==> src/rtl/fimd_map.svh <==
/*
  Register offsets, instruction word fields, opcodes, reset values and
  timing counts of the field-insert / mask datapath.
  Assumes a 12-bit APB byte address and a 32-bit instruction word.
*/
`ifndef FIMD_MAP_SVH
`define FIMD_MAP_SVH

`define FIMD_ADDR_W 12
`define FIMD_OFS_INSTR 12'h000
`define FIMD_OFS_FLAGS 12'h004
`define FIMD_OFS_STATUS 12'h008
`define FIMD_MEM_PAGE 4'h1

`define FIMD_OP_HI 31
`define FIMD_OP_LO 26
`define FIMD_BIT_NULLF 25
`define FIMD_BIT_AUXF 24
`define FIMD_BIT_WB 23
`define FIMD_BIT_IMM 22
`define FIMD_COND_HI 21
`define FIMD_COND_LO 18
`define FIMD_DST_HI 17
`define FIMD_DST_LO 9
`define FIMD_SRC_HI 8
`define FIMD_SRC_LO 0

`define FIMD_OP_TOP 6'h16
`define FIMD_OP_LOW 6'h14
`define FIMD_OP_MUX 6'h1C
`define FIMD_OP_MUXN 6'h1D
`define FIMD_COND_ALWAYS 4'hF

`define FIMD_FIELD_W 9
`define FIMD_TOP_LO 23
`define FIMD_LOW_LO 0

`define FIMD_FLAG_NULL 0
`define FIMD_FLAG_AUX 1
`define FIMD_ST_BUSY 0
`define FIMD_ST_BADOP 1

`define FIMD_INSTR_RST 32'h0000_0000
`define FIMD_WORD_RST 32'h0000_0000
`define FIMD_FLAG_RST 1'b0

`define FIMD_EXEC_CLOCKS 4
`define FIMD_DEPTH 16

`endif

==> src/rtl/fimd_pkg.sv <==
/*
  Types shared by the field-insert / mask datapath.
  Assumes nothing of its surroundings.
*/
package fimd_pkg;

   typedef logic [31:0] fimd_word_t;

   typedef enum logic [2:0] {
      st_idle,
      st_fetch,
      st_calc,
      st_settle,
      st_commit
   } fimd_state_e;

endpackage

==> src/rtl/fimd_datapath.sv <==
/*
  Execution datapath for four instructions: insert into the top field,
  insert into the low field, set masked bits to the aux flag, set masked
  bits to the inverted aux flag. Holds its own register memory and the
  null and aux flags; all of it is reached over an APB slave.
  Assumes a single clock pclk, an APB master that keeps to the protocol,
  and a power-of-two DEPTH.
  Every access but a status read or write waits while an instruction runs.

  // Function
  // - top field insert writes bits 31..23
  // - low field insert writes bits 8..0
  // - source is register or 9-bit immediate
  // - decode opcode, destination and source fields
  // - masked bits take the aux flag
  // - masked bits take inverted aux flag
  // - mask ops: null on zero, aux parity
  // - insert ops: null flag on zero result
  // - insert null flag follows result, not source
  // - no_writeback keeps destination, flags still update
  // - every instruction completes in four clocks
  // - stale instruction runs if modified too late
*/
// Local design decisions: the address map and the APB slave port.
`timescale 1ns/10ps
`include "fimd_map.svh"

module fimd_datapath #(
   parameter int DEPTH = `FIMD_DEPTH,
   parameter int EXEC_CLOCKS = `FIMD_EXEC_CLOCKS
) (
   input wire logic pclk,
   input wire logic presetn,
   input wire logic psel,
   input wire logic penable,
   input wire logic pwrite,
   input wire logic [`FIMD_ADDR_W-1:0] paddr,
   input wire logic [31:0] pwdata,
   input wire logic [3:0] pstrb,
   output logic [31:0] prdata,
   output logic pready,
   output logic pslverr,
   output logic exec_busy
);

   localparam int IW = $clog2(DEPTH);
   localparam int CW = $clog2(EXEC_CLOCKS + 1);
   localparam logic [CW-1:0] CNT_LAST = CW'(EXEC_CLOCKS - 1);
   localparam logic [CW-1:0] CNT_ONE = CW'(1);

   fimd_pkg::fimd_word_t mem_q [DEPTH];

   fimd_pkg::fimd_state_e state_q;
   fimd_pkg::fimd_state_e state_d;
   logic [CW-1:0] cnt_q;
   fimd_pkg::fimd_word_t instr_q;
   fimd_pkg::fimd_word_t dst_val_q;
   fimd_pkg::fimd_word_t src_val_q;
   fimd_pkg::fimd_word_t result_q;
   logic null_q;
   logic aux_q;
   logic bad_op_q;
   logic rd_ok_q;
   logic [31:0] prdata_q;

   // bus decode
   logic hit_instr;
   logic hit_flags;
   logic hit_status;
   logic hit_mem;
   logic mapped;
   logic busy;
   logic stall;
   logic wr_fire;
   logic issue;
   logic rd_ok_d;
   logic flags_wr;
   logic [IW-1:0] mem_idx;

   assign hit_instr = (paddr == `FIMD_OFS_INSTR);
   assign hit_flags = (paddr == `FIMD_OFS_FLAGS);
   assign hit_status = (paddr == `FIMD_OFS_STATUS);
   assign hit_mem = (paddr[11:8] == `FIMD_MEM_PAGE) && (int'(paddr[7:2]) < DEPTH);
   assign mapped = hit_instr | hit_flags | hit_status | hit_mem;
   assign mem_idx = paddr[2 +: IW];
   assign busy = (state_q != fimd_pkg::st_idle);
   // status stays readable while an instruction runs; all else waits
   assign stall = busy & ~hit_status;
   assign pready = psel & penable & rd_ok_q & ~stall;
   assign pslverr = pready & ~mapped;
   assign wr_fire = pready & pwrite & mapped;
   assign issue = wr_fire & hit_instr;
   assign flags_wr = wr_fire & hit_flags;
   // a completing access does not re-arm ready for the next cycle
   assign rd_ok_d = psel & ~stall & ~pready;
   assign exec_busy = busy;
   assign prdata = prdata_q;

   // instruction field decode
   logic [5:0] op;
   logic want_null;
   logic want_aux;
   logic want_wb;
   logic use_imm;
   logic [3:0] cond;
   logic [`FIMD_FIELD_W-1:0] dst_field;
   logic [`FIMD_FIELD_W-1:0] src_field;
   logic [IW-1:0] dst_idx;
   logic [IW-1:0] src_idx;
   logic is_top;
   logic is_low;
   logic is_mux;
   logic is_muxn;
   logic known_op;
   logic runs;

   assign op = instr_q[`FIMD_OP_HI:`FIMD_OP_LO];
   assign want_null = instr_q[`FIMD_BIT_NULLF];
   assign want_aux = instr_q[`FIMD_BIT_AUXF];
   assign want_wb = instr_q[`FIMD_BIT_WB];
   assign use_imm = instr_q[`FIMD_BIT_IMM];
   assign cond = instr_q[`FIMD_COND_HI:`FIMD_COND_LO];
   assign dst_field = instr_q[`FIMD_DST_HI:`FIMD_DST_LO];
   assign src_field = instr_q[`FIMD_SRC_HI:`FIMD_SRC_LO];
   assign dst_idx = dst_field[IW-1:0];
   assign src_idx = src_field[IW-1:0];
   assign is_top = (op == `FIMD_OP_TOP);
   assign is_low = (op == `FIMD_OP_LOW);
   assign is_mux = (op == `FIMD_OP_MUX);
   assign is_muxn = (op == `FIMD_OP_MUXN);
   assign known_op = is_top | is_low | is_mux | is_muxn;
   // other condition codes retire with no effect
   assign runs = known_op & (cond == `FIMD_COND_ALWAYS);

   // sequencer phase strobes
   logic in_fetch;
   logic in_calc;
   logic in_commit;
   assign in_fetch = (state_q == fimd_pkg::st_fetch);
   assign in_calc = (state_q == fimd_pkg::st_calc);
   assign in_commit = (state_q == fimd_pkg::st_commit);

   // operand selection
   fimd_pkg::fimd_word_t src_sel;
   assign src_sel = use_imm ? {{(32 - `FIMD_FIELD_W){1'b0}}, src_field}
                            : mem_q[src_idx];

   // result computation
   fimd_pkg::fimd_word_t res_top;
   fimd_pkg::fimd_word_t res_low;
   fimd_pkg::fimd_word_t mux_fill;
   fimd_pkg::fimd_word_t res_mux;
   fimd_pkg::fimd_word_t res_d;

   assign res_top = {src_val_q[`FIMD_FIELD_W-1:0],
                     dst_val_q[`FIMD_TOP_LO-1:0]};
   assign res_low = {dst_val_q[31:`FIMD_FIELD_W],
                     src_val_q[`FIMD_FIELD_W-1:0]};
   // fill is aux or its inverse, spread over all bits
   assign mux_fill = is_muxn ? {32{~aux_q}} : {32{aux_q}};
   assign res_mux = (dst_val_q & ~src_val_q) | (mux_fill & src_val_q);
   assign res_d = is_top ? res_top :
                  is_low ? res_low :
                  res_mux;

   // flag results
   logic commit;
   logic set_null;
   logic set_aux;
   logic null_res;
   logic aux_res;

   assign commit = in_commit & runs;
   // insert ops judge the written result, not the source value
   assign null_res = (result_q == `FIMD_WORD_RST);
   assign aux_res = ^result_q;
   assign set_null = commit & want_null;
   // insert ops leave the aux flag alone
   assign set_aux = commit & want_aux & (is_mux | is_muxn);

   // memory write port, shared by bus and commit
   logic mem_we;
   logic mem_wr_bus;
   logic mem_wr_exec;
   logic [IW-1:0] wr_idx;
   logic [3:0] wr_be;
   fimd_pkg::fimd_word_t wr_src;
   fimd_pkg::fimd_word_t wr_word;

   assign mem_wr_bus = wr_fire & hit_mem;
   assign mem_wr_exec = commit & want_wb;
   assign mem_we = mem_wr_bus | mem_wr_exec;
   assign wr_idx = busy ? dst_idx : mem_idx;
   assign wr_be = busy ? 4'hF : pstrb;
   assign wr_src = busy ? result_q : pwdata;

   genvar b;
   generate
      for (b = 0; b < 4; b++) begin : g_lane
         assign wr_word[8*b +: 8] = wr_be[b] ? wr_src[8*b +: 8]
                                             : mem_q[wr_idx][8*b +: 8];
      end
   endgenerate

   always_ff @(posedge pclk) begin
      if (mem_we) begin
         mem_q[wr_idx] <= wr_word;
      end
   end

   // read data mux
   fimd_pkg::fimd_word_t flags_word;
   fimd_pkg::fimd_word_t status_word;
   fimd_pkg::fimd_word_t rd_mux;

   always_comb begin
      flags_word = `FIMD_WORD_RST;
      flags_word[`FIMD_FLAG_NULL] = null_q;
      flags_word[`FIMD_FLAG_AUX] = aux_q;
      status_word = `FIMD_WORD_RST;
      status_word[`FIMD_ST_BUSY] = busy;
      status_word[`FIMD_ST_BADOP] = bad_op_q;
   end

   assign rd_mux = hit_instr ? instr_q :
                   hit_flags ? flags_word :
                   hit_status ? status_word :
                   hit_mem ? mem_q[mem_idx] :
                   `FIMD_WORD_RST;

   // read data is captured one cycle before pready rises
   always_ff @(posedge pclk or negedge presetn) begin
      if (!presetn) begin
         prdata_q <= `FIMD_WORD_RST;
         rd_ok_q <= 1'b0;
      end else begin
         rd_ok_q <= rd_ok_d;
         if (psel) begin
            prdata_q <= rd_mux;
         end
      end
   end

   // sequencer
   always_comb begin
      state_d = state_q;
      case (state_q)
         fimd_pkg::st_idle: begin
            if (issue) begin
               state_d = fimd_pkg::st_fetch;
            end
         end
         fimd_pkg::st_fetch: begin
            state_d = fimd_pkg::st_calc;
         end
         fimd_pkg::st_calc: begin
            state_d = fimd_pkg::st_settle;
         end
         fimd_pkg::st_settle: begin
            if (cnt_q >= CNT_LAST) begin
               state_d = fimd_pkg::st_commit;
            end
         end
         fimd_pkg::st_commit: begin
            state_d = fimd_pkg::st_idle;
         end
         default: begin
            state_d = fimd_pkg::st_idle;
         end
      endcase
   end

   always_ff @(posedge pclk or negedge presetn) begin
      if (!presetn) begin
         state_q <= fimd_pkg::st_idle;
         cnt_q <= '0;
      end else begin
         state_q <= state_d;
         if (issue) begin
            cnt_q <= CNT_ONE;
         end else if (in_commit) begin
            cnt_q <= '0;
         end else if (busy) begin
            cnt_q <= cnt_q + CNT_ONE;
         end
      end
   end

   // instruction word is taken whole at issue; later edits do not reach it
   always_ff @(posedge pclk or negedge presetn) begin
      if (!presetn) begin
         instr_q <= `FIMD_INSTR_RST;
      end else if (issue) begin
         instr_q <= pwdata;
      end
   end

   // operand fetch and result
   always_ff @(posedge pclk or negedge presetn) begin
      if (!presetn) begin
         dst_val_q <= `FIMD_WORD_RST;
         src_val_q <= `FIMD_WORD_RST;
         result_q <= `FIMD_WORD_RST;
      end else if (in_fetch) begin
         dst_val_q <= mem_q[dst_idx];
         src_val_q <= src_sel;
      end else if (in_calc) begin
         result_q <= res_d;
      end
   end

   // flags: bus writes only while idle, execution only at commit
   always_ff @(posedge pclk or negedge presetn) begin
      if (!presetn) begin
         null_q <= `FIMD_FLAG_RST;
         aux_q <= `FIMD_FLAG_RST;
      end else if (flags_wr) begin
         null_q <= pwdata[`FIMD_FLAG_NULL];
         aux_q <= pwdata[`FIMD_FLAG_AUX];
      end else begin
         if (set_null) begin
            null_q <= null_res;
         end
         if (set_aux) begin
            aux_q <= aux_res;
         end
      end
   end

   // sticky unknown-opcode bit, write one to clear, set wins
   logic bad_set;
   logic bad_clr;
   assign bad_set = in_fetch & ~known_op;
   assign bad_clr = wr_fire & hit_status & pwdata[`FIMD_ST_BADOP];

   always_ff @(posedge pclk or negedge presetn) begin
      if (!presetn) begin
         bad_op_q <= 1'b0;
      end else if (bad_set) begin
         bad_op_q <= 1'b1;
      end else if (bad_clr) begin
         bad_op_q <= 1'b0;
      end
   end

endmodule

==> config.mk <==
export PLATFORM = sky130hd
export DESIGN_NAME = fimd_datapath
export DESIGN_NICKNAME = d
export VERILOG_FILES = /design/src/rtl/fimd_pkg.sv /design/src/rtl/fimd_datapath.sv
export VERILOG_INCLUDE_DIRS = /design/src /design/src/rtl
export SDC_FILE = /design/constraint.sdc
export NUM_CORES = 1
export LEC_CHECK = 0
export BUFFER_PORTS_ARGS = -buffer_cell sky130_fd_sc_hd__buf_2
export CAP_MARGIN = 25
export CORE_MARGIN = 2
export CORE_UTILIZATION = 30
export CTS_CLUSTER_DIAMETER = 60
export DETAILED_ROUTE_END_ITERATION = 8
export GPL_ROUTABILITY_DRIVEN = 0
export SYNTH_ARGS = -nofsm -noshare
export SYNTH_HDL_FRONTEND = slang
export SYNTH_SLANG_ARGS = --single-unit
==> constraint.sdc <==
create_clock -name pclk -period 5 [get_ports pclk]
set_input_delay 0.25 -clock pclk [delete_from_list [all_inputs] [get_ports pclk]]
set_output_delay 0.25 -clock pclk [all_outputs]
set_load 0.03 [all_outputs]
==> out/summary.md, run 1 <==
- 55.2% — portion of the post-synthesis area used by sequential elements
- 5 — length of the first detailed-routing pass in iterations
- 0 ns — sum of negative setup slack
- 3 — initial antenna violation count
- 5.88 — detailed-route vias per instance
- 43.2% — proportion of netlist area held by the largest area contributor
- 27.3% — worst max-slew margin expressed relative to the limit
- 4.28 ns — Crit path arrival time
- sky130_fd_sc_hd__clkbuf_16 — clock root cell
- 88 — Ports
- 22800 — vias in the first global route
- 2 — count of buffering cells on the critical path with inverters included
- 1.17 ns — pre-CTS setup slack
- 29.6 µm — Routed wire per std cell
- 30.2% — starting density of the core
- 87 — count of input and output buffers
- sky130_fd_sc_hd__edfxtp_1 — prevailing post-synth register cell
- 3073 — iteration-0 DRC count of the detailed router
- flip-flop — CP startpoint kind
- 4.12% — post-synthesis compound-gate area fraction
- 348 µm — overall die width
- 5.74% — area fraction in and, or, nand and nor cells after synthesis
- 0.354 mV — maximum resistive drop on vdd
- instr_q[10]$_DFFE_PN0P_ — startpoint of the most critical register-to-register path
- 0 — overall overflow remaining after global route
- 0 — setup repair bufs after CTS
- 16.9 µm² — synthesized area divided by synthesized cell count
- 682 — FF+latch count, synth
- 512 — number of enable-type register cells in the synthesized netlist
- instr_q[10]$_DFFE_PN0P_ — critical path startpoint
- 682 — number of sinks handled by clock tree synthesis
- flip-flop — kind of end point of the critical path
- 24.9% — Post-synth ARST share
- 0.0356 mm² — post-synthesis cell area
- 0 — DRC
- 1.22 ns — setup slack, reg-to-reg
- 22600 — DR vias
- 60 — number of library cell types mapped by synthesis
- 31 — CTS hold repair buffers
- 18.7% — All-Layer GR Usage
- 0.121 mm² — die area
- 0.118 mm² — floorplan core area
- 2310 — net total in the final layout
- 2 — worst hold path stage count
- sky130_fd_sc_hd__edfxtp_1 (43%), sky130_fd_sc_hd__mux4_2 (30%), sky130_fd_sc_hd__dfrtp_1 (12%) — leading cell types by total area after synthesis
- 3 — # H-tree levels
- 1.22 ns — final worst slack
- 0.633% — share of synthesized cell area in full adder, half adder and majority cells
- 0.0468 ns — hold slack
- 78 — largest net degree at the start of global routing
- completed — run status
- 13.8 nW — total leakage power
- yes — clock tree from TritonCTS
- input pin to flip-flop — type of the most critical hold path
- 39.9% — share of layout cells above drive strength 1
- 348 µm — Die Span Y
- 1.09 ns — worst-margin pin slew
- 3 — worst-case clock buffer depth
- 0 — warning count from the yosys run
- 6 — cells on worst reg2reg path
- 432 mW/mm² — power per cell area
- 54 — Crit Path Max Fanout
- no — unrepaired setup endpoints after global routing
- buffers and inverters — Top Family by Delay on Critical Path
- 0.0202 ns — clk_skew
- 0 — max capacitance violation total
- 2101 — Syn Inst Count
- 165000 µm — first-pass GRT wire length
- flip-flop to flip-flop — class of the most critical setup path
- 5.50 ns — required time reported for the critical path endpoint
- sky130_fd_sc_hd__dfrtp_4 — critical-path cell with the highest stage delay
- 0.369% — XOR/XNOR Fraction of Synth Area
- 0 — Final setup viols
- 126 — floorplan row count
- multiplexers — dominant combinational cell family by area after synthesis
- 76 — clock buffer count from CTS
- 0 — endpoints failing hold
- buf_4 -> buf_4 -> mux4_2 -> mux4_2 -> nand2_1 -> nand2_1 — CP cell instances
- 74900 µm — detailed placer's ending HPWL
- 264 MHz — achievable frequency
- 0 — number of gates resized after cts
- 0 — number of nets with antenna violations after routing
- 31.3% — mux contribution to synthesized area
- 16.5% — post-synthesis to final-layout area growth
- 0 — Slew Viols, Final
- 114000 µm — Post-Route WL
- 75.7% — share of the clock period used by the worst path after layout
- 0.0415 mm² — post-route design area
- 0.62 ns — latest clock arrival within the worst-skew pair
- 3.78 ns — minimum clock period after layout
- 2172 — net count after synthesis
- 6 — total number of cells along the worst setup path
- 0.06 ns — clock transition at the register clock pins on the worst setup and hold paths after CTS
- pwdata[22] — worst hold start
- 1.02 ns — largest stage delay on the critical path
- 0.0384 mm² — placed cell areas
- sky130_fd_sc_hd__edfxtp_1 — leading area contributor after synthesis
==> path summary, 6_finish.rpt <==
kind | to
hold / removal | instr_q[22]$_DFFE_PN0P_
hold reg to reg | prdata[14]$_DFFE_PN0P_
setup / recovery | dst_val_q[26]$_DFFE_PN0P_
setup reg to reg | dst_val_q[26]$_DFFE_PN0P_
max in group asynchronous | prdata[16]$_DFFE_PN0P_
min in group asynchronous | prdata[7]$_DFFE_PN0P_
==> stage by stage <==
step,power [mW],util (%),instances
final,17.9,35.2,3838
after global routing,18.7,35.2,3837
after CTS,17.9,35.0,3814
after detailed placement,12.1,32.6,3644
after global placement,11.9,32.4,3630
after floorplan,10.3,-,2101
==> power by group <==
group	leakage [nW]	internal, mW	switching, mW
registers	6.75	7.53	0.302
clock network	1.28	3.45	2.33
logic	5.78	1.40	2.94
total	13.8	12.4	5.56
==> layout by cell type, fill, tap and decap left out, types with 13 or more instances in the layout <==
cell and n:
sky130_fd_sc_hd__edfxtp_1 512, sky130_fd_sc_hd__mux4_2 470, sky130_fd_sc_hd__nand2_1 227, sky130_fd_sc_hd__dfrtp_1 162, sky130_fd_sc_hd__buf_4 104, sky130_fd_sc_hd__buf_2 89, sky130_fd_sc_hd__clkbuf_16 79, sky130_fd_sc_hd__inv_1 49
sky130_fd_sc_hd__o21ai_0 39, sky130_fd_sc_hd__nor3_1 39, sky130_fd_sc_hd__mux2_2 39, sky130_fd_sc_hd__a21oi_1 37, sky130_fd_sc_hd__nor2b_1 35, sky130_fd_sc_hd__nor4_2 32, sky130_fd_sc_hd__dlygate4sd3_1 31, sky130_fd_sc_hd__a211oi_1 27
sky130_fd_sc_hd__a22o_1 24, sky130_fd_sc_hd__a221oi_1 23, sky130_fd_sc_hd__o21ai_1 18, sky130_fd_sc_hd__ha_1 18, sky130_fd_sc_hd__nor2_1 17, sky130_fd_sc_hd__clkinv_2 15, sky130_fd_sc_hd__clkbuf_8 14, sky130_fd_sc_hd__nand3_1 13
sky130_fd_sc_hd__xnor2_1 13
==> metal layers <==
metal	wire length, µm	up-vias	track usage (%)
li1	-	9022	-
met4	2570	4	4.30
met2	50900	1428	28.0
met5	241	-	0.680
met1	45700	11900	26.3
met3	14400	167	5.94
==> cell families (layout without fill, tap and decap cells) <==
family	Yosys count	after routing
buffers and inverters	236	435
and+or+nand+nor	415	415
DFF	682	682
adders and majority gates	18	18
other	0	2
AOI/OAI and AO/OA	215	215
muxes	520	520
xor gates and xnor gates	15	15
==> final cells by class <==
type | count | area, µm²
Antenna cell | 2 | 5.00
Clock buffer | 101 | 2190
Clock inverter | 38 | 393
Fill cell | 11000 | 76400
Inverter | 51 | 191
Multi-Input combinational cell | 1183 | 15300
Sequential cell | 682 | 19600
Tap cell | 1536 | 1920
Timing Repair Buffer | 245 | 1850
==> Yosys cell counts, drive strengths merged, types with 13 or more instances <==
| cell | instances |
|---|---|
| nor2 | 18 |
| a21oi | 38 |
| ha | 18 |
| a22o | 24 |
| nor2b | 35 |
| inv | 50 |
| clkbuf | 118 |
| o21ai | 57 |
| xnor2 | 13 |
| a221oi | 23 |
| mux4 | 470 |
| nor3 | 40 |
| dfrtp | 170 |
| nand2 | 227 |
| edfxtp | 512 |
| buf | 67 |
| nor4 | 38 |
| a211oi | 27 |
| nand3 | 13 |
| mux2 | 41 |
==> flip-flops by register name (all words and copies together) (netlist names), 3 cells and up <==
signal and cells:
result_q 32, src_val_q 32, dst_val_q 32, state_q 3, mem_q 512, cnt_q 3
prdata 32, instr_q 32
No activity file was read; power rests on OpenSTA's default activity.
==> run 2, diff against run 1 <==
==> constraint.sdc (replaced) <==
create_clock -name pclk -period 3.9 [get_ports pclk]
set_input_delay 0.195 -clock pclk [delete_from_list [all_inputs] [get_ports pclk]]
set_output_delay 0.195 -clock pclk [all_outputs]
set_load 0.03 [all_outputs]
==> run 2 against run 1 <==
Compared with the run above:
- clock skew is 0.0029 ns higher
- sequential share of layout area hardly changed
- cell count is 0.44% higher
- clock power is 22% higher
- combinational power is 31% higher
- global-route usage is 0.057 points lower
- critical endpoint is now mem_q[7][3]$_DFFE_PP_
- via count is 0.12% higher
- highest routed layer unchanged
- routed wire length is 0.22% lower
==> out/summary.md, run 2 (synthesis gave the netlist of run 1 again) <==
- completed — run status
- 22800 — vias in the first global route, -0.061%
- 87 — count of input and output buffers, unchanged
- 29.5 µm — Routed wire per std cell, -0.66%
- 0.394 mV — maximum resistive drop on vdd, +11%
- 0 — endpoints failing hold, unchanged
- 114000 µm — Post-Route WL, -0.22%
- 5.86 — detailed-route vias per instance, -0.32%
- 16.6% — post-synthesis to final-layout area growth, about the same
- 18.6% — All-Layer GR Usage, -0.057 points
- 548 mW/mm² — power per cell area, +27%
- 5 — length of the first detailed-routing pass in iterations, unchanged
- sky130_fd_sc_hd__clkbuf_16 — clock root cell
- 74 — clock buffer count from CTS, -2.6%
- 126 — floorplan row count, unchanged
- 0.0230 ns — clk_skew, +0.00285 ns
- 682 — number of sinks handled by clock tree synthesis, unchanged
- 88 — Ports, unchanged
- yes — clock tree from TritonCTS
- 1.07 ns — worst-margin pin slew, -0.0166 ns
- 4.22 ns — required time reported for the critical path endpoint, -1.28 ns
- 512 — flip-flop count of the largest register, all copies and words added, unchanged
- mem_q — largest reg by FF count
- 87 — largest net degree at the start of global routing, +12%
- no — unrepaired setup endpoints after global routing
- 7 — cells on worst reg2reg path, +1
- flip-flop — kind of end point of the critical path
- 3186 — iteration-0 DRC count of the detailed router, +3.7%
- 2329 — net total in the final layout, +0.82%
- flip-flop to flip-flop — class of the most critical setup path
- 0 — Final setup viols, unchanged
- input pin to flip-flop — type of the most critical hold path
- 0 — number of gates resized after cts, unchanged
- sky130_fd_sc_hd__edfxtp_1 (512), sky130_fd_sc_hd__mux4_2 (470), sky130_fd_sc_hd__nand2_1 (227), sky130_fd_sc_hd__dfrtp_1 (162), sky130_fd_sc_hd__buf_4 (128) — commonest cells after routing, fill and taps aside
- 0.06 ns — clock transition at the register clock pins on the worst setup and hold paths after CTS, about the same
- 3.47 ns — Crit path arrival time, -0.81 ns
- 80.9% — share of the clock period used by the worst path after layout, +5.2 points
- 13.8 nW — total leakage power, about the same
- 40.1% — share of layout cells above drive strength 1, +0.15 points
- 0.74 ns — setup slack, reg-to-reg, -0.47 ns
- sky130_fd_sc_hd__edfxtp_1 — commonest non-fill, non-tap cell in the layout
- 77900 µm — detailed placer's ending HPWL, +4.0%
- 0 — number of nets with antenna violations after routing, unchanged
- 317 MHz — achievable frequency, +20%
- 3 — # H-tree levels, unchanged
- 4 — worst hold path stage count, +2
- 2 — initial antenna violation count, -1
- 0.118 mm² — floorplan core area, unchanged
- 35.2% — Post-Route Utilization, about the same
- 30.2% — starting density of the core, unchanged
- 64 — Crit Path Max Fanout, +19%
- flip-flop — CP startpoint kind
- 3.16 ns — minimum clock period after layout, -0.629 ns
- 0 — max capacitance violation total, unchanged
- 28.0% — worst max-slew margin expressed relative to the limit, +0.63 points
- 348 µm — overall die width, unchanged
- 348 µm — Die Span Y, unchanged
- 0 — Slew Viols, Final, unchanged
- 0.121 mm² — die area, unchanged
- 0 — antenna diode instance count, -2
- 3 — worst-case clock buffer depth, unchanged
- 165000 µm — first-pass GRT wire length, -0.15%
- 0 — DRC, unchanged
- 0.63 ns — latest clock arrival within the worst-skew pair, about the same
- 0 ns — sum of negative setup slack, unchanged
- 22600 — DR vias, +0.12%
- 0 — overall overflow remaining after global route, unchanged
==> run 2: cell count changes in the layout (fill, tap and decap cells not counted), sizes merged, moves of 3 or more <==
cell,before,now
inv,53,59
clkbuf,110,100
buf,205,230
dlygate4sd3,31,35
clkinv,27,20
clkinvlp,2,5
==> run 2: per-stage QoR <==
stage	instance area [µm²]	hold slack, ns	std cells	setup slack (ns)	power, mW
after floorplan	35600	-0.101	2101	0.884	13.2
after global placement	38600	0.295	3672	0.929	15.4
after detailed placement	38700	0.313	3681	0.814	15.7
after CTS	41500	0.0258	3853	0.784	22.8
after global routing	41500	0.0628	3855	0.613	23.6
final	41500	0.0618	3855	0.745	22.8
==> run 2: routing by layer <==
metal	vias to the layer above	wire, µm	GRT usage (%)
met4	2	2880	4.57
met1	12000	45500	25.8
met2	1392	52100	28.7
met3	165	13100	5.47
met5	-	11	0
li1	9041	-	-
==> run 2: timing repair <==
action,CTS,global route
endpoints found under the hold margin,121,0
hold buffers,35,0
buffers inserted,0,0
==> run 2: critical path: stages (launching register included) <==
cell                      delay [ns]
sky130_fd_sc_hd__dfrtp_1        0.49
sky130_fd_sc_hd__nor3_2         0.26
sky130_fd_sc_hd__buf_4          0.54
sky130_fd_sc_hd__a21o_2         0.23
sky130_fd_sc_hd__a41oi_4        0.12
sky130_fd_sc_hd__buf_4          0.45
sky130_fd_sc_hd__nor4_2         0.45
sky130_fd_sc_hd__buf_4          0.26
==> run 2: path summary, 6_finish.rpt <==
kind                                          endpoint                    start
worst max-delay path             mem_q[7][3]$_DFFE_PP_   state_q[2]$_DFFE_PN0P_
worst min-delay path             prdata[1]$_DFFE_PN0P_                 paddr[9]
worst max register to register   mem_q[7][3]$_DFFE_PP_   state_q[2]$_DFFE_PN0P_
worst min register to register  prdata[14]$_DFFE_PN0P_  instr_q[14]$_DFFE_PN0P_
max in group asynchronous       prdata[16]$_DFFE_PN0P_                  presetn
min in group asynchronous        prdata[6]$_DFFE_PN0P_                  presetn
==> run 2: layout make-up <==
type | count | area [µm²]
well taps | 1536 | 1920
clock inverters | 38 | 397
repair buffers | 266 | 2070
fillers | 11000 | 76400
inverters | 51 | 191
clock buffers | 99 | 2040
multi-input cells | 1183 | 15200
flip-flops and latches | 682 | 19600
==> run 2: power breakdown <==
| part | total, mW | internal (mW) | switching, mW |
|---|---|---|---|
| logic | 5.68 | 1.79 | 3.90 |
| clock network | 7.04 | 4.06 | 2.98 |
| registers | 10.0 | 9.65 | 0.394 |
==> run 3, diff against run 2 <==
==> constraint.sdc (replaced) <==
create_clock -name pclk -period 2.99 [get_ports pclk]
set_input_delay 0.1495 -clock pclk [delete_from_list [all_inputs] [get_ports pclk]]
set_output_delay 0.1495 -clock pclk [all_outputs]
set_load 0.03 [all_outputs]
==> run 3 against run 2 <==
Compared with the run above:
- global-route usage is 0.72 points higher
- final area is 1.6% higher
- critical path depth is 1 higher
- clock skew is 0.012 ns higher
- non-clock buffer count is 42 higher
- die area stayed put
- core utilization is 0.56 points higher
- worst hold slack worse by 0.023 ns
- power is 34% higher
- via count is 1.8% higher
- combinational power is 35% higher
- setup slack worse by 0.48 ns
- critical path type unchanged
- highest routed layer unchanged
==> out/summary.md, run 3 (synthesis gave the netlist of run 1 again) <==
- 367 MHz — achievable frequency, +16%
- 20.8 mW — Cell Int Power, +34%
- input pin to flip-flop — type of the most critical hold path
- 0.0351 ns — clk_skew, +0.0121 ns
- 91.0% — share of the clock period used by the worst path after layout, +10 points
- 88 — Ports, unchanged
- 0 — overall overflow remaining after global route, unchanged
- 41.5% — share of layout cells above drive strength 1, +1.4 points
- 1.10 ns — worst-margin pin slew, +0.0311 ns
- 2.72 ns — minimum clock period after layout, -0.434 ns
- 83200 µm — detailed placer's ending HPWL, +6.8%
- 18.5% — post-synthesis to final-layout area growth
- flip-flop — CP startpoint kind
- 0.06 ns — clock transition at the register clock pins on the worst setup and hold paths after CTS, about the same
- 76 — clock buffer count from CTS, +2.7%
- mem_q — largest reg by FF count
- 512 — flip-flop count of the largest register, all copies and words added, unchanged
- 170000 µm — first-pass GRT wire length, +3.2%
- 0.121 mm² — die area, unchanged
- 42 — Crit Path Max Fanout, -34%
- 3203 — iteration-0 DRC count of the detailed router, +0.53%
- 726 mW/mm² — power per cell area, +32%
- 348 µm — overall die width, unchanged
- 30.6 mW — power consumption, +34%
- sky130_fd_sc_hd__clkbuf_16 — clock root cell
- 3.33 ns — required time reported for the critical path endpoint, -0.89 ns
- met5 — highest metal layer with signal wires
- 0 — max capacitance violation total, unchanged
- 0 — Slew Viols, Final, unchanged
- 0.692 mV — maximum resistive drop on vdd, +76%
- 3.06 ns — Crit path arrival time, -0.41 ns
- 3 — # H-tree levels, unchanged
- 10900 — final-layout fill cell count, -1.1%
- 348 µm — Die Span Y, unchanged
- 87 — largest net degree at the start of global routing, unchanged
- 32.1% — portion of total power attributed to the clock network, +1.2 points
- 51600 µm — total met2 wirelength after detailed routing, -0.97%
- yes — clock tree from TritonCTS
- 0 — Final setup viols, unchanged
- 4 — initial antenna violation count, +2
- 118000 µm — Post-Route WL, +3.9%
- 6 — length of the first detailed-routing pass in iterations, +1
- 25.1% — Comb power frac, about the same
- 126 — floorplan row count, unchanged
- 42.7% — sequential fraction of design power, -1.4 points
- no — unrepaired setup endpoints after global routing
- 3905 — Post-Layout Cell Count, +1.3%
- 32.1% — Switching Fraction, +0.12 points
- completed — run status
- 0.65 ns — latest clock arrival within the worst-skew pair, +0.02 ns
- 3719 — DP Cell Count, +1.0%
- 22700 — vias in the first global route, -0.28%
- 0 ns — sum of negative setup slack, unchanged
- 0 — endpoints failing hold, unchanged
- 30.2 µm — Routed wire per std cell, +2.5%
- 0 — number of nets with antenna violations after routing, unchanged
- 9.82 mW — Switch Pwr, +35%
- 26.4% — worst max-slew margin expressed relative to the limit, -1.6 points
- 15400 µm — met3 routed WL, +18%
- 3 — worst-case clock buffer depth, unchanged
- 5.89 — detailed-route vias per instance, +0.53%
- 2373 — net total in the final layout, +1.9%
- 87 — count of input and output buffers, unchanged
- 14.2 nW — total leakage power, +2.6%
- 30.2% — starting density of the core, unchanged
- 0 — DRC, unchanged
- 23000 — DR vias, +1.8%
- 48400 µm — wire length on met1, +6.4%
- sky130_fd_sc_hd__edfxtp_1 (512), sky130_fd_sc_hd__mux4_2 (470), sky130_fd_sc_hd__nand2_1 (227), sky130_fd_sc_hd__dfrtp_1 (162), sky130_fd_sc_hd__buf_4 (156) — commonest cells after routing, fill and taps aside
- flip-flop — kind of end point of the critical path
- 682 — number of sinks handled by clock tree synthesis, unchanged
- sky130_fd_sc_hd__edfxtp_1 — commonest non-fill, non-tap cell in the layout
- flip-flop to flip-flop — class of the most critical setup path
- 0.118 mm² — floorplan core area, unchanged
- 19.3% — All-Layer GR Usage, +0.72 points
run 3: cell count changes in the layout (fill, tap and decap cells not counted), moves of 3 or more:
cell,before,now
sky130_fd_sc_hd__clkinv_4,1,4
sky130_fd_sc_hd__buf_4,128,156
sky130_fd_sc_hd__clkbuf_1,17,11
sky130_fd_sc_hd__diode_2,0,3
sky130_fd_sc_hd__buf_12,14,23
sky130_fd_sc_hd__dlygate4sd3_1,35,39
sky130_fd_sc_hd__bufinv_16,5,8
sky130_fd_sc_hd__o21ai_2,0,3
sky130_fd_sc_hd__o21ai_1,22,17
sky130_fd_sc_hd__clkbuf_16,75,79
run 3: final cells by class:
cell class	count	area, µm²	area share [%]
clock buffers	99	2140	5.08
inverters	51	191	0.454
clock inverters	43	497	1.18
well taps	1536	1920	4.56
diodes	3	7.51	0.0178
multi-input cells	1183	15200	36.2
repair buffers	308	2520	5.97
flip-flops and latches	682	19600	46.6
run 3: worst max-delay path, cell delays in order (launching register included):
cell	delay, ns
sky130_fd_sc_hd__dfrtp_1	0.48
sky130_fd_sc_hd__nor3_2	0.32
sky130_fd_sc_hd__buf_12	0.27
sky130_fd_sc_hd__clkinv_1	0.18
sky130_fd_sc_hd__nor2_1	0.17
sky130_fd_sc_hd__a31oi_2	0.05
sky130_fd_sc_hd__or2_2	0.46
sky130_fd_sc_hd__nor3_1	0.23
sky130_fd_sc_hd__buf_4	0.22
run 3: metal layers:
| metal | track usage (%) | vias to the layer above |
|---|---|---|
| met2 | 28.1 | 1500 |
| met1 | 27.7 | 12200 |
| li1 | - | 9133 |
| met3 | 6.77 | 156 |
| met5 | 0 | - |
| met4 | 4.60 | 4 |
run 3: power by group through the flow:
stage / clock (mW) / combinational (mW) / sequential [mW]
6_report: 9.84 / 7.69 / 13.1
5_1_grt: 10.3 / 8.22 / 13.1
4_1_cts: 9.96 / 7.55 / 13.1
3_5_place_dp: 0 / 7.49 / 13.2
3_3_place_gp: 0 / 7.11 / 13.2
2_1_floorplan: 0 / 4.16 / 13.1
run 3: what timing repair did:
| action | in CTS | in global routing |
|---|---|---|
| setup buffers | 0 | 0 |
| hold endpoints to repair | 125 | 0 |
| hold buffers | 39 | 0 |
| gates resized for setup | 0 | 0 |
run 3: path summary, 6_finish.rpt:
kind | cells after the start | slack, ns | end | startpoint
setup / recovery | 8 | 0.27 | mem_q[3][16]$_DFFE_PP_ | state_q[2]$_DFFE_PN0P_
hold / removal | 5 | 0.04 | prdata[1]$_DFFE_PN0P_ | paddr[7]
setup reg to reg | 8 | 0.27 | mem_q[3][16]$_DFFE_PP_ | state_q[2]$_DFFE_PN0P_
hold reg to reg | 2 | 0.47 | prdata[13]$_DFFE_PN0P_ | instr_q[13]$_DFFE_PN0P_
max in group asynchronous | 3 | 1.88 | instr_q[16]$_DFFE_PN0P_ | presetn
min in group asynchronous | 2 | 0.10 | prdata[2]$_DFFE_PN0P_ | presetn
run 3: metrics by stage:
step | worst slack, ns | hold slack [ns] | utilization, % | area, µm²
5_1_grt | 0.160 | 0.0632 | 35.8 | 42200
4_1_cts | 0.306 | 0.0109 | 35.7 | 42200
2_1_floorplan | -0.0181 | -0.146 | - | 35600
6_report | 0.269 | 0.0385 | 35.8 | 42200
3_5_place_dp | 0.265 | 0.265 | 33.2 | 39100
3_3_place_gp | 0.349 | 0.252 | 33.1 | 39000
